<file path="src/include/jtag_config_port_bridge_consts.svh">
`ifndef JTAG_CONFIG_PORT_BRIDGE_CONSTS_SVH
`define JTAG_CONFIG_PORT_BRIDGE_CONSTS_SVH

// instruction that routes data scans to the monitor register
`define MONITOR_ACCESS_OPCODE 10'h3F7
`define IR_WIDTH 10

// command word layout
`define CMD_WIDTH 32
`define CMD_DATA_LSB 0
`define CMD_DATA_MSB 15
`define CMD_ADDR_LSB 16
`define CMD_ADDR_MSB 25
`define CMD_OP_LSB 26
`define CMD_OP_MSB 29
`define PORT_DATA_WIDTH 16
`define PORT_ADDR_WIDTH 10
`define CAPTURE_PAD 16'h0000

// operation codes
`define OP_NOP 4'h0
`define OP_READ 4'h1
`define OP_WRITE 4'h2

// special port locations and values
`define LOCK_ADDR 10'h000
`define LOCK_SET_VALUE 16'h0001
`define LOCK_CLEAR_VALUE 16'h0000
`define AUX_ENABLE_ADDR 10'h002
`define AUX_ENABLE_VALUE 16'h0001

// reset values
`define HELD_DATA_RESET 16'h0000

// longest handoff of a write to the port, in port clock cycles
`define WRITE_REACH_CYCLES 6

`endif

</file>
<file path="src/include/jtag_config_port_bridge_pkg.sv">
`default_nettype none

package jtag_config_port_bridge_pkg;

  // owner of the configuration port, one whole transaction at a time
  typedef enum logic [2:0] {
    ARB_IDLE = 3'b001,
    ARB_FAB = 3'b010,
    ARB_TAP = 3'b100
  } arb_state_e;

  typedef logic [3:0] port_op_t;

endpackage : jtag_config_port_bridge_pkg

`default_nettype wire

</file>
<file path="src/rtl/jtag_config_port_bridge.sv">
// What this block does
// - monitor register reachable only with instruction 1111110111 loaded
// - monitor data register is 32 bits for every command
// - with that opcode loaded, each data scan uses the monitor register
// - on Update-DR the shifted command goes to the port arbiter
// - a handed write reaches the port within six port clocks when no fabric transaction holds the port
// - Capture-DR loads arbiter data, shifted out lsb first on TDO
// - captured word holds port data low, zeros in upper 16 bits
// - read takes two scans: command, then capture of latched 16 bits
// - capture before a read finishes returns the older held data
// - next read command shifts in while previous result shifts out
// - command: data [15:0], address [25:16], operation [29:26]
// - operation 0 nop, 1 read, 2 write, others undefined
// - before configuration, writing 0001h to 02h enables auxiliary inputs
// - that auxiliary enable works only before configuration
// - port granted one whole read or write transaction at a time
// - fabric request during tap transaction waits until it finishes
// - tap request during fabric transaction waits for it to complete
// - pending flag rises at update, falls at completion; fabric ready after
// - wrote flag rises after tap write, falls on next port access
// - 0001h to 00h locks, 0000h unlocks; locked fabric access refused
`include "jtag_config_port_bridge_consts.svh"
`default_nettype none

module jtag_config_port_bridge
  import jtag_config_port_bridge_pkg::*;
(
  input wire logic core_clk_i,
  input wire logic rst_n_i,
  input wire logic tck_i,
  input wire logic tdi_i,
  output logic tdo_o,
  input wire logic [`IR_WIDTH-1:0] ir_value_i,
  input wire logic capture_dr_i,
  input wire logic shift_dr_i,
  input wire logic update_dr_i,
  input wire logic configured_i,
  input wire logic fab_en_i,
  input wire logic fab_we_i,
  input wire logic [`PORT_ADDR_WIDTH-1:0] fab_addr_i,
  input wire logic [`PORT_DATA_WIDTH-1:0] fab_di_i,
  output logic [`PORT_DATA_WIDTH-1:0] fab_do_o,
  output logic fab_ready_o,
  output logic fab_refused_o,
  output logic cfg_en_o,
  output logic cfg_we_o,
  output logic [`PORT_ADDR_WIDTH-1:0] cfg_addr_o,
  output logic [`PORT_DATA_WIDTH-1:0] cfg_di_o,
  input wire logic [`PORT_DATA_WIDTH-1:0] cfg_do_i,
  input wire logic cfg_ready_i,
  output logic tap_transaction_pending_o,
  output logic tap_wrote_flag_o,
  output logic tap_lockout_flag_o,
  output logic aux_inputs_en_o
);

  localparam int SYNC_W = `IR_WIDTH + 5;

  // two-stage synchronisers for everything from the tck side
  logic [SYNC_W-1:0] sync_a;
  logic [SYNC_W-1:0] sync_b;
  logic [SYNC_W-1:0] sync_c;

  always_ff @(posedge core_clk_i) begin
    if (!rst_n_i) begin
      sync_a <= '0;
      sync_b <= '0;
      sync_c <= '0;
    end else begin
      sync_a <= {ir_value_i, update_dr_i, shift_dr_i, capture_dr_i,
                 tdi_i, tck_i};
      sync_b <= sync_a;
      sync_c <= sync_b;
    end
  end

  // state levels are taken from the older stage so that a state change
  // right after a tck rise cannot race the edge detector
  logic tck_rise, tck_fall, tdi_s, capture_s, shift_s;
  logic update_now, update_old, selected;
  logic [`IR_WIDTH-1:0] ir_s;

  assign tck_rise = sync_b[0] && !sync_c[0];
  assign tck_fall = !sync_b[0] && sync_c[0];
  assign tdi_s = sync_b[1];
  assign capture_s = sync_c[2];
  assign shift_s = sync_c[3];
  assign update_now = sync_b[4];
  assign update_old = sync_c[4];
  assign ir_s = sync_c[SYNC_W-1:5];
  assign selected = (ir_s == `MONITOR_ACCESS_OPCODE);

  // held port data and the capture image for the data register
  logic [`PORT_DATA_WIDTH-1:0] held_data;
  logic [`CMD_WIDTH-1:0] capture_word, dr_word;
  logic dr_serial, do_capture, do_shift;

  assign capture_word = {`CAPTURE_PAD, held_data};
  assign do_capture = tck_rise && capture_s && selected;
  assign do_shift = tck_rise && shift_s && selected;

  tap_data_register #(
    .WIDTH(`CMD_WIDTH)
  ) u_dr (
    .core_clk_i(core_clk_i),
    .rst_n_i(rst_n_i),
    .capture_i(do_capture),
    .shift_i(do_shift),
    .serial_i(tdi_s),
    .load_i(capture_word),
    .word_o(dr_word),
    .serial_o(dr_serial)
  );

  // tdo moves on the falling tck edge, as the tester samples on the rise
  always_ff @(posedge core_clk_i) begin
    if (!rst_n_i) begin
      tdo_o <= 1'b0;
    end else if (tck_fall) begin
      tdo_o <= dr_serial;
    end
  end

  // command fields of the shifted word
  port_op_t dr_op;
  logic dr_valid;
  logic update_take;

  assign dr_op = dr_word[`CMD_OP_MSB:`CMD_OP_LSB];
  assign dr_valid = (dr_op == `OP_READ) || (dr_op == `OP_WRITE);
  assign update_take = update_now && !update_old && selected;

  // tap command latched at update; nop and undefined codes are dropped
  logic tap_we;
  logic [`PORT_ADDR_WIDTH-1:0] tap_addr;
  logic [`PORT_DATA_WIDTH-1:0] tap_data;

  always_ff @(posedge core_clk_i) begin
    if (!rst_n_i) begin
      tap_we <= 1'b0;
      tap_addr <= '0;
      tap_data <= '0;
    end else if (update_take && dr_valid) begin
      tap_we <= (dr_op == `OP_WRITE);
      tap_addr <= dr_word[`CMD_ADDR_MSB:`CMD_ADDR_LSB];
      tap_data <= dr_word[`CMD_DATA_MSB:`CMD_DATA_LSB];
    end
  end

  // fabric request queue of one, the fabric may not issue another
  // before its ready strobe so one slot is enough
  logic fab_pend, fab_we, fab_done;
  logic [`PORT_ADDR_WIDTH-1:0] fab_addr;
  logic [`PORT_DATA_WIDTH-1:0] fab_data;
  arb_state_e state;

  always_ff @(posedge core_clk_i) begin
    if (!rst_n_i) begin
      fab_pend <= 1'b0;
      fab_we <= 1'b0;
      fab_addr <= '0;
      fab_data <= '0;
    end else if (fab_en_i && !fab_pend) begin
      fab_pend <= 1'b1;
      fab_we <= fab_we_i;
      fab_addr <= fab_addr_i;
      fab_data <= fab_di_i;
    end else if (fab_done) begin
      fab_pend <= 1'b0;
    end
  end

  // grant decisions in idle; tap goes first when both wait
  logic grant_tap, grant_fab, refuse_fab, tap_done;

  assign grant_tap = (state == ARB_IDLE) && tap_transaction_pending_o;
  assign grant_fab = (state == ARB_IDLE) && !tap_transaction_pending_o &&
                     fab_pend && !tap_lockout_flag_o;
  assign refuse_fab = (state == ARB_IDLE) && !tap_transaction_pending_o &&
                      fab_pend && tap_lockout_flag_o;
  assign tap_done = (state == ARB_TAP) && cfg_ready_i;
  assign fab_done = ((state == ARB_FAB) && cfg_ready_i) || refuse_fab;

  // arbiter: a started transaction always runs to its ready
  always_ff @(posedge core_clk_i) begin
    if (!rst_n_i) begin
      state <= ARB_IDLE;
    end else begin
      case (state)
        ARB_IDLE: begin
          if (grant_tap) begin
            state <= ARB_TAP;
          end else if (grant_fab) begin
            state <= ARB_FAB;
          end
        end
        ARB_FAB: begin
          if (cfg_ready_i) begin
            state <= ARB_IDLE;
          end
        end
        ARB_TAP: begin
          if (cfg_ready_i) begin
            state <= ARB_IDLE;
          end
        end
        default: begin
          state <= ARB_IDLE;
        end
      endcase
    end
  end

  // port request, one-cycle enable with its fields
  always_ff @(posedge core_clk_i) begin
    if (!rst_n_i) begin
      cfg_en_o <= 1'b0;
      cfg_we_o <= 1'b0;
      cfg_addr_o <= '0;
      cfg_di_o <= '0;
    end else begin
      cfg_en_o <= grant_tap || grant_fab;
      if (grant_tap) begin
        cfg_we_o <= tap_we;
        cfg_addr_o <= tap_addr;
        cfg_di_o <= tap_data;
      end else if (grant_fab) begin
        cfg_we_o <= fab_we;
        cfg_addr_o <= fab_addr;
        cfg_di_o <= fab_data;
      end
    end
  end

  // pending flag; a new update wins over the completion of the old one
  always_ff @(posedge core_clk_i) begin
    if (!rst_n_i) begin
      tap_transaction_pending_o <= 1'b0;
    end else if (update_take && dr_valid) begin
      tap_transaction_pending_o <= 1'b1;
    end else if (tap_done) begin
      tap_transaction_pending_o <= 1'b0;
    end
  end

  // read result held until the next tap read finishes
  always_ff @(posedge core_clk_i) begin
    if (!rst_n_i) begin
      held_data <= `HELD_DATA_RESET;
    end else if (tap_done && !cfg_we_o) begin
      held_data <= cfg_do_i;
    end
  end

  // fabric answer, data from a register, refusal flagged alongside
  always_ff @(posedge core_clk_i) begin
    if (!rst_n_i) begin
      fab_ready_o <= 1'b0;
      fab_refused_o <= 1'b0;
      fab_do_o <= '0;
    end else begin
      fab_ready_o <= fab_done;
      fab_refused_o <= refuse_fab;
      if ((state == ARB_FAB) && cfg_ready_i && !cfg_we_o) begin
        fab_do_o <= cfg_do_i;
      end
    end
  end

  // wrote flag: set by a finished tap write wins over a new start
  always_ff @(posedge core_clk_i) begin
    if (!rst_n_i) begin
      tap_wrote_flag_o <= 1'b0;
    end else if (tap_done && cfg_we_o) begin
      tap_wrote_flag_o <= 1'b1;
    end else if (cfg_en_o) begin
      tap_wrote_flag_o <= 1'b0;
    end
  end

  // lockout changes only by tap writes; other values at 00h leave it
  always_ff @(posedge core_clk_i) begin
    if (!rst_n_i) begin
      tap_lockout_flag_o <= 1'b0;
    end else if (tap_done && cfg_we_o && (cfg_addr_o == `LOCK_ADDR)) begin
      if (cfg_di_o == `LOCK_SET_VALUE) begin
        tap_lockout_flag_o <= 1'b1;
      end else if (cfg_di_o == `LOCK_CLEAR_VALUE) begin
        tap_lockout_flag_o <= 1'b0;
      end
    end
  end

  // aux enable sticks once set; after configuration the design owns
  // the inputs, so the enable is dropped and no longer settable
  always_ff @(posedge core_clk_i) begin
    if (!rst_n_i) begin
      aux_inputs_en_o <= 1'b0;
    end else if (configured_i) begin
      aux_inputs_en_o <= 1'b0;
    end else if (cfg_en_o && cfg_we_o &&
                 (cfg_addr_o == `AUX_ENABLE_ADDR) &&
                 (cfg_di_o == `AUX_ENABLE_VALUE)) begin
      aux_inputs_en_o <= 1'b1;
    end
  end

  // cycles a tap write waits for its grant; the port's own latency
  // after the grant is not the arbiter's to bound
  int unsigned wr_wait;
  always_ff @(posedge core_clk_i) begin
    if (!rst_n_i || !tap_transaction_pending_o || (state == ARB_TAP)) begin
      wr_wait <= 0;
    end else if (tap_we && wr_wait < 1000) begin
      wr_wait <= wr_wait + 1;
    end
  end
endmodule : jtag_config_port_bridge

`default_nettype wire

</file>
<file path="src/rtl/tap_data_register.sv">
`include "jtag_config_port_bridge_consts.svh"
`default_nettype none

// capture/shift register, lsb leaves first, msb takes the new bit
module tap_data_register #(
  parameter int WIDTH = `CMD_WIDTH
) (
  input wire logic core_clk_i,
  input wire logic rst_n_i,
  input wire logic capture_i,
  input wire logic shift_i,
  input wire logic serial_i,
  input wire logic [WIDTH-1:0] load_i,
  output logic [WIDTH-1:0] word_o,
  output logic serial_o
);

  // capture wins if both strobes arrive together
  always_ff @(posedge core_clk_i) begin
    if (!rst_n_i) begin
      word_o <= '0;
    end else if (capture_i) begin
      word_o <= load_i;
    end else if (shift_i) begin
      word_o <= {serial_i, word_o[WIDTH-1:1]};
    end
  end

  assign serial_o = word_o[0];

endmodule : tap_data_register

`default_nettype wire

</file>
<file path="config.mk">
export PLATFORM = sky130hd
export DESIGN_NAME = jtag_config_port_bridge
export DESIGN_NICKNAME = d
export VERILOG_FILES = /design/src/include/jtag_config_port_bridge_pkg.sv /design/src/rtl/jtag_config_port_bridge.sv /design/src/rtl/tap_data_register.sv
export VERILOG_INCLUDE_DIRS = /design/src /design/src/include
export SDC_FILE = /design/constraint.sdc
export NUM_CORES = 1
export LEC_CHECK = 0
export BUFFER_PORTS_ARGS = -buffer_cell sky130_fd_sc_hd__buf_2
export CAP_MARGIN = 20
export CORE_ASPECT_RATIO = 0.9
export CORE_MARGIN = 5
export CORE_UTILIZATION = 34
export DETAILED_ROUTE_END_ITERATION = 7
export HOLD_SLACK_MARGIN = 0.06
export PLACE_DENSITY = 0.61
export SLEW_MARGIN = 30
export SYNTH_ARGS = -nofsm -noshare
export SYNTH_HDL_FRONTEND = slang
export SYNTH_SLANG_ARGS = --single-unit
</file>
<file path="constraint.sdc">
create_clock -name core_clk_i -period 1.8 [get_ports core_clk_i]
set_input_delay 0.18 -clock core_clk_i [delete_from_list [all_inputs] [get_ports core_clk_i]]
set_output_delay 0.18 -clock core_clk_i [all_outputs]
set_load 0.1 [all_outputs]
</file>
==> run_results.csv <==
group,metric,value,unit
grt,antenna_found_initial,0,
critical_path,critPathMaxStageDelay,0.51,ns
status,status,"complete, no violations",
place,hpwl,12000,µm
pwr,power_frac_clock,0.446,
pwr,netSwitchingPower,0.00264,W
critical_path,r2r_slack,0.16,ns
cts,cts_buffer_depth,3,
place,pre_cts_slack,0.157,ns
job,maxCapViolCount,0,
synth,synth_area_per_cell,9.53,µm²
critical_path,reg2reg_from,"sync_c[13]$_SDFF_PN0_",
floorplanning,start_util,0.346,
floorplanning,core_area,0.0216,mm²
timing,setup_violations,0,
route,avgViaCountPerCell,4.73,
critical_path,ff2ff_path_depth,5,
cts,hold_buffers,60,
floorplanning,die_y,151,µm
synth,syn_inst,785,
critical_path,reg2reg_to,"u_dr.word_o[20]$_SDFFE_PP0P_",
floorplanning,std_cell_rows,51,
synth,ys_warn_count,0,
timing,min_period,1.64,ns
final_layout,nets,1012,
synth,ys_ff_latch,201,
timing,final_max_slew_viol_count,0,
grt,overflow,0,
synth,synth_fp_nets,848,
final_layout,drive_above_1_share,0.225,
pwr,swShare,0.252,
grt,grt_pass1_vias,5811,
pwr,power_density,1070,mW/mm²
timing,setup_tns,0,ns
grt,grt_start_max_net_pins,56,
place,place_inst,1155,
route,vias,5944,
cts,cts_sinks,201,
cts,h-tree-depth,1,
final_layout,fillCellCount,2094,
cts,clk_latency,0.49,ns
route,dr.first_iter.drc_count,349,
route,drtPass1Iterations,4,
synth,synth_flop_cell,"dfxtp_1",
cts,cts_root_buf,"clkbuf_16",
critical_path,critPathKind,"reg -> reg",
floorplanning,ios,114,
pwr,p_comb_frac,0.107,
min_path,min_from,"rst_n_i",
route,routed_wl,18300,µm
floorplanning,fp.dieArea,0.0251,mm²
final_layout,area.sequential,0.00404,mm²
timing,fmaxAchievable,0.609,GHz
synth,synth_edf_count,0,
final_layout,final_cell_count_no_fill,1256,
cts,cts_setup_buffers,0,
critical_path,worst_ep_required_time,2.18,ns
critical_path,slowest_stage,"or4_1",
min_path,worstHoldPathCells,3,
place,portBuffers,113,
grt,grt_pass1_wl,30000,µm
min_path,hold_end,"tdo_o$_SDFFE_PN0P_",
timing,skew,0.0104,ns
route,wire_per_inst,14.6,µm
place,gp_congestion,0.755,
timing,timing.final.crit_share,0.912,
critical_path,crit_fanout,17,
pwr,p_int,0.00785,W
timing,hold_violations,0,
critical_path,arrival,2.02,ns
final_layout,multi_input_area,0.00315,mm²
cts,cts_resized,0,
critical_path,cp_cell_sequence,"nand4_4 -> or4_1 -> buf_4 -> nand2_4 -> nor2_1",
critical_path,cp-start-kind,"flip-flop",
synth,async_flop_share,0,
cts,clkSlewWorstSetupHoldPaths,0.06,ns
grt,grt_use_total,0.143,
route,antenna_left,0,
final_layout,antenna_cells,0,
floorplanning,die_x,166,µm
timing,rsz0062_at_grt,"no",
cts,cts_tree,"done",
final_layout,areaGrowthSynthToFinish,31.2,%
cts,numCtsBuffers,23,
synth,synth.distinct_cells,49,
min_path,hp-class,"in -> reg",
pwr,ir_drop,607,µV
pwr,p_seq_frac,0.447,
critical_path,setup.worst_path.end_class,"flip-flop",
timing,maxSlewHeadroom,0.660,
timing,worst_pin_slew,0.514,ns
synth,yosysSeqAreaShare,0.538,
route,drc,0,
pwr,leakagePower,3.74,nW
timing,fin_ws,0.158,ns
synth,syn_area,0.00748,mm²
## power groups by stage
stage / clock, W / sequential, W / combinational [W]
6_report: 0.00468 / 0.00469 / 0.00112
5_1_grt: 0.00501 / 0.00470 / 0.00120
4_1_cts: 0.00481 / 0.00469 / 0.00113
3_5_place_dp: 0 / 0.00478 / 0.00103
3_3_place_gp: 0 / 0.00478 / 0.00102
2_1_floorplan: 0 / 0.00520 / 0.000331
## stage by stage
step	hold WS [ns]	total power (W)	cell area, µm²	utilization
global placement	0.345	0.00580	8450	0.391
detailed placement	0.346	0.00581	8450	0.391
finish	0.0907	0.0105	9820	0.454
floorplan	0.245	0.00553	7500	-
CTS	0.0850	0.0106	9820	0.454
global route	0.0982	0.0109	9820	0.454
## worst max-delay path, delay by kind of cell, from the launching register on
| kind | cells | cell delay, ns |
|---|---|---|
| buffers and inverters | 1 | 0.24 |
| flip-flops | 1 | 0.35 |
| AND/OR/NAND/NOR | 4 | 0.94 |
## cell usage after synthesis, types with 11 or more instances
cell type	number	area [µm²]
clkbuf_1	31	116
nand3_1	28	140
buf_2	14	70.1
and2_1	45	282
a211oi_1	28	210
nand2_1	90	338
a21oi_1	91	455
dfxtp_1	201	4020
nor2_1	58	218
mux2i_1	60	601
nor3_1	18	90.1
nor2_2	11	68.8
o21ai_0	29	145
## final cells by class
class | count | area share
Clock inverter | 9 | 0.0131
Multi-Input combinational cell | 520 | 0.321
Sequential cell | 201 | 0.411
Inverter | 4 | 0.00178
Clock buffer | 32 | 0.0651
Tap cell | 291 | 0.0371
Timing Repair Buffer | 199 | 0.150
## cells in the final DEF, fill, tap and decap left out, types with 4 or more instances in the layout
cell type,synthesis,final
nand2b_1,4,4
nor2_2,11,11
clkbuf_16,0,23
dfxtp_2,0,7
mux2i_1,60,60
o21ai_0,29,29
a211oi_1,28,28
buf_12,0,9
nand2_1,90,90
dfxtp_1,201,192
dlygate4sd3_1,0,60
a21oi_1,91,91
clkbuf_1,31,6
nor3_1,18,18
nor2_1,58,58
o22ai_1,6,6
o22ai_2,10,10
buf_2,14,113
and2_1,45,45
buf_4,3,17
nand3_1,28,28
## per-layer routing
| metal | vias up | routed length [µm] | GRT usage |
|---|---|---|---|
| li1 | 3050 | - | - |
| met1 | 2766 | 8460 | 0.184 |
| met2 | 98 | 8710 | 0.246 |
| met3 | 30 | 808 | 0.0328 |
| met4 | 0 | 339 | 0.0327 |
| met5 | - | 0 | 0 |
## cell families after synthesis
family                    Yosys count  share of synthesized area
and+or+nand+nor                   290                      0.203
DFF                               201                      0.538
xor gates and xnor gates            1                    0.00117
AOI/OAI and AO/OA                 169                      0.136
muxes                              60                     0.0803
buffers and inverters              64                     0.0420
## how the worst max path moves through the flow
stage / start / endpoint / slack (ns) / cells past startpoint
2_1_floorplan: cfg_addr_o[6]$_SDFFE_PN0P_ / aux_inputs_en_o$_SDFFE_PP0P_ / -0.003 / 4
3_3_place_gp: sync_c[13]$_SDFF_PN0_ / u_dr.word_o[31]$_SDFFE_PP0P_ / 0.18 / 5
3_5_place_dp: sync_c[14]$_SDFF_PN0_ / u_dr.word_o[20]$_SDFFE_PP0P_ / 0.16 / 5
4_1_cts: sync_c[14]$_SDFF_PN0_ / u_dr.word_o[20]$_SDFFE_PP0P_ / 0.15 / 5
5_1_grt: sync_c[13]$_SDFF_PN0_ / tap_addr[2]$_SDFFE_PN0P_ / 0.03 / 6
6_report: sync_c[13]$_SDFF_PN0_ / u_dr.word_o[20]$_SDFFE_PP0P_ / 0.16 / 5
## state kept, by name, indices dropped and copies added (netlist names), 3 cells and up
signal and count:
u_dr.word_o 32, cfg_di_o 16, fab_data 16, fab_do_o 16, held_data 16, tap_data 16, sync_a 15, sync_b 15
sync_c 14, cfg_addr_o 10, fab_addr 10, tap_addr 10, state 3
Note: power is estimated with default switching activity, not from simulation.
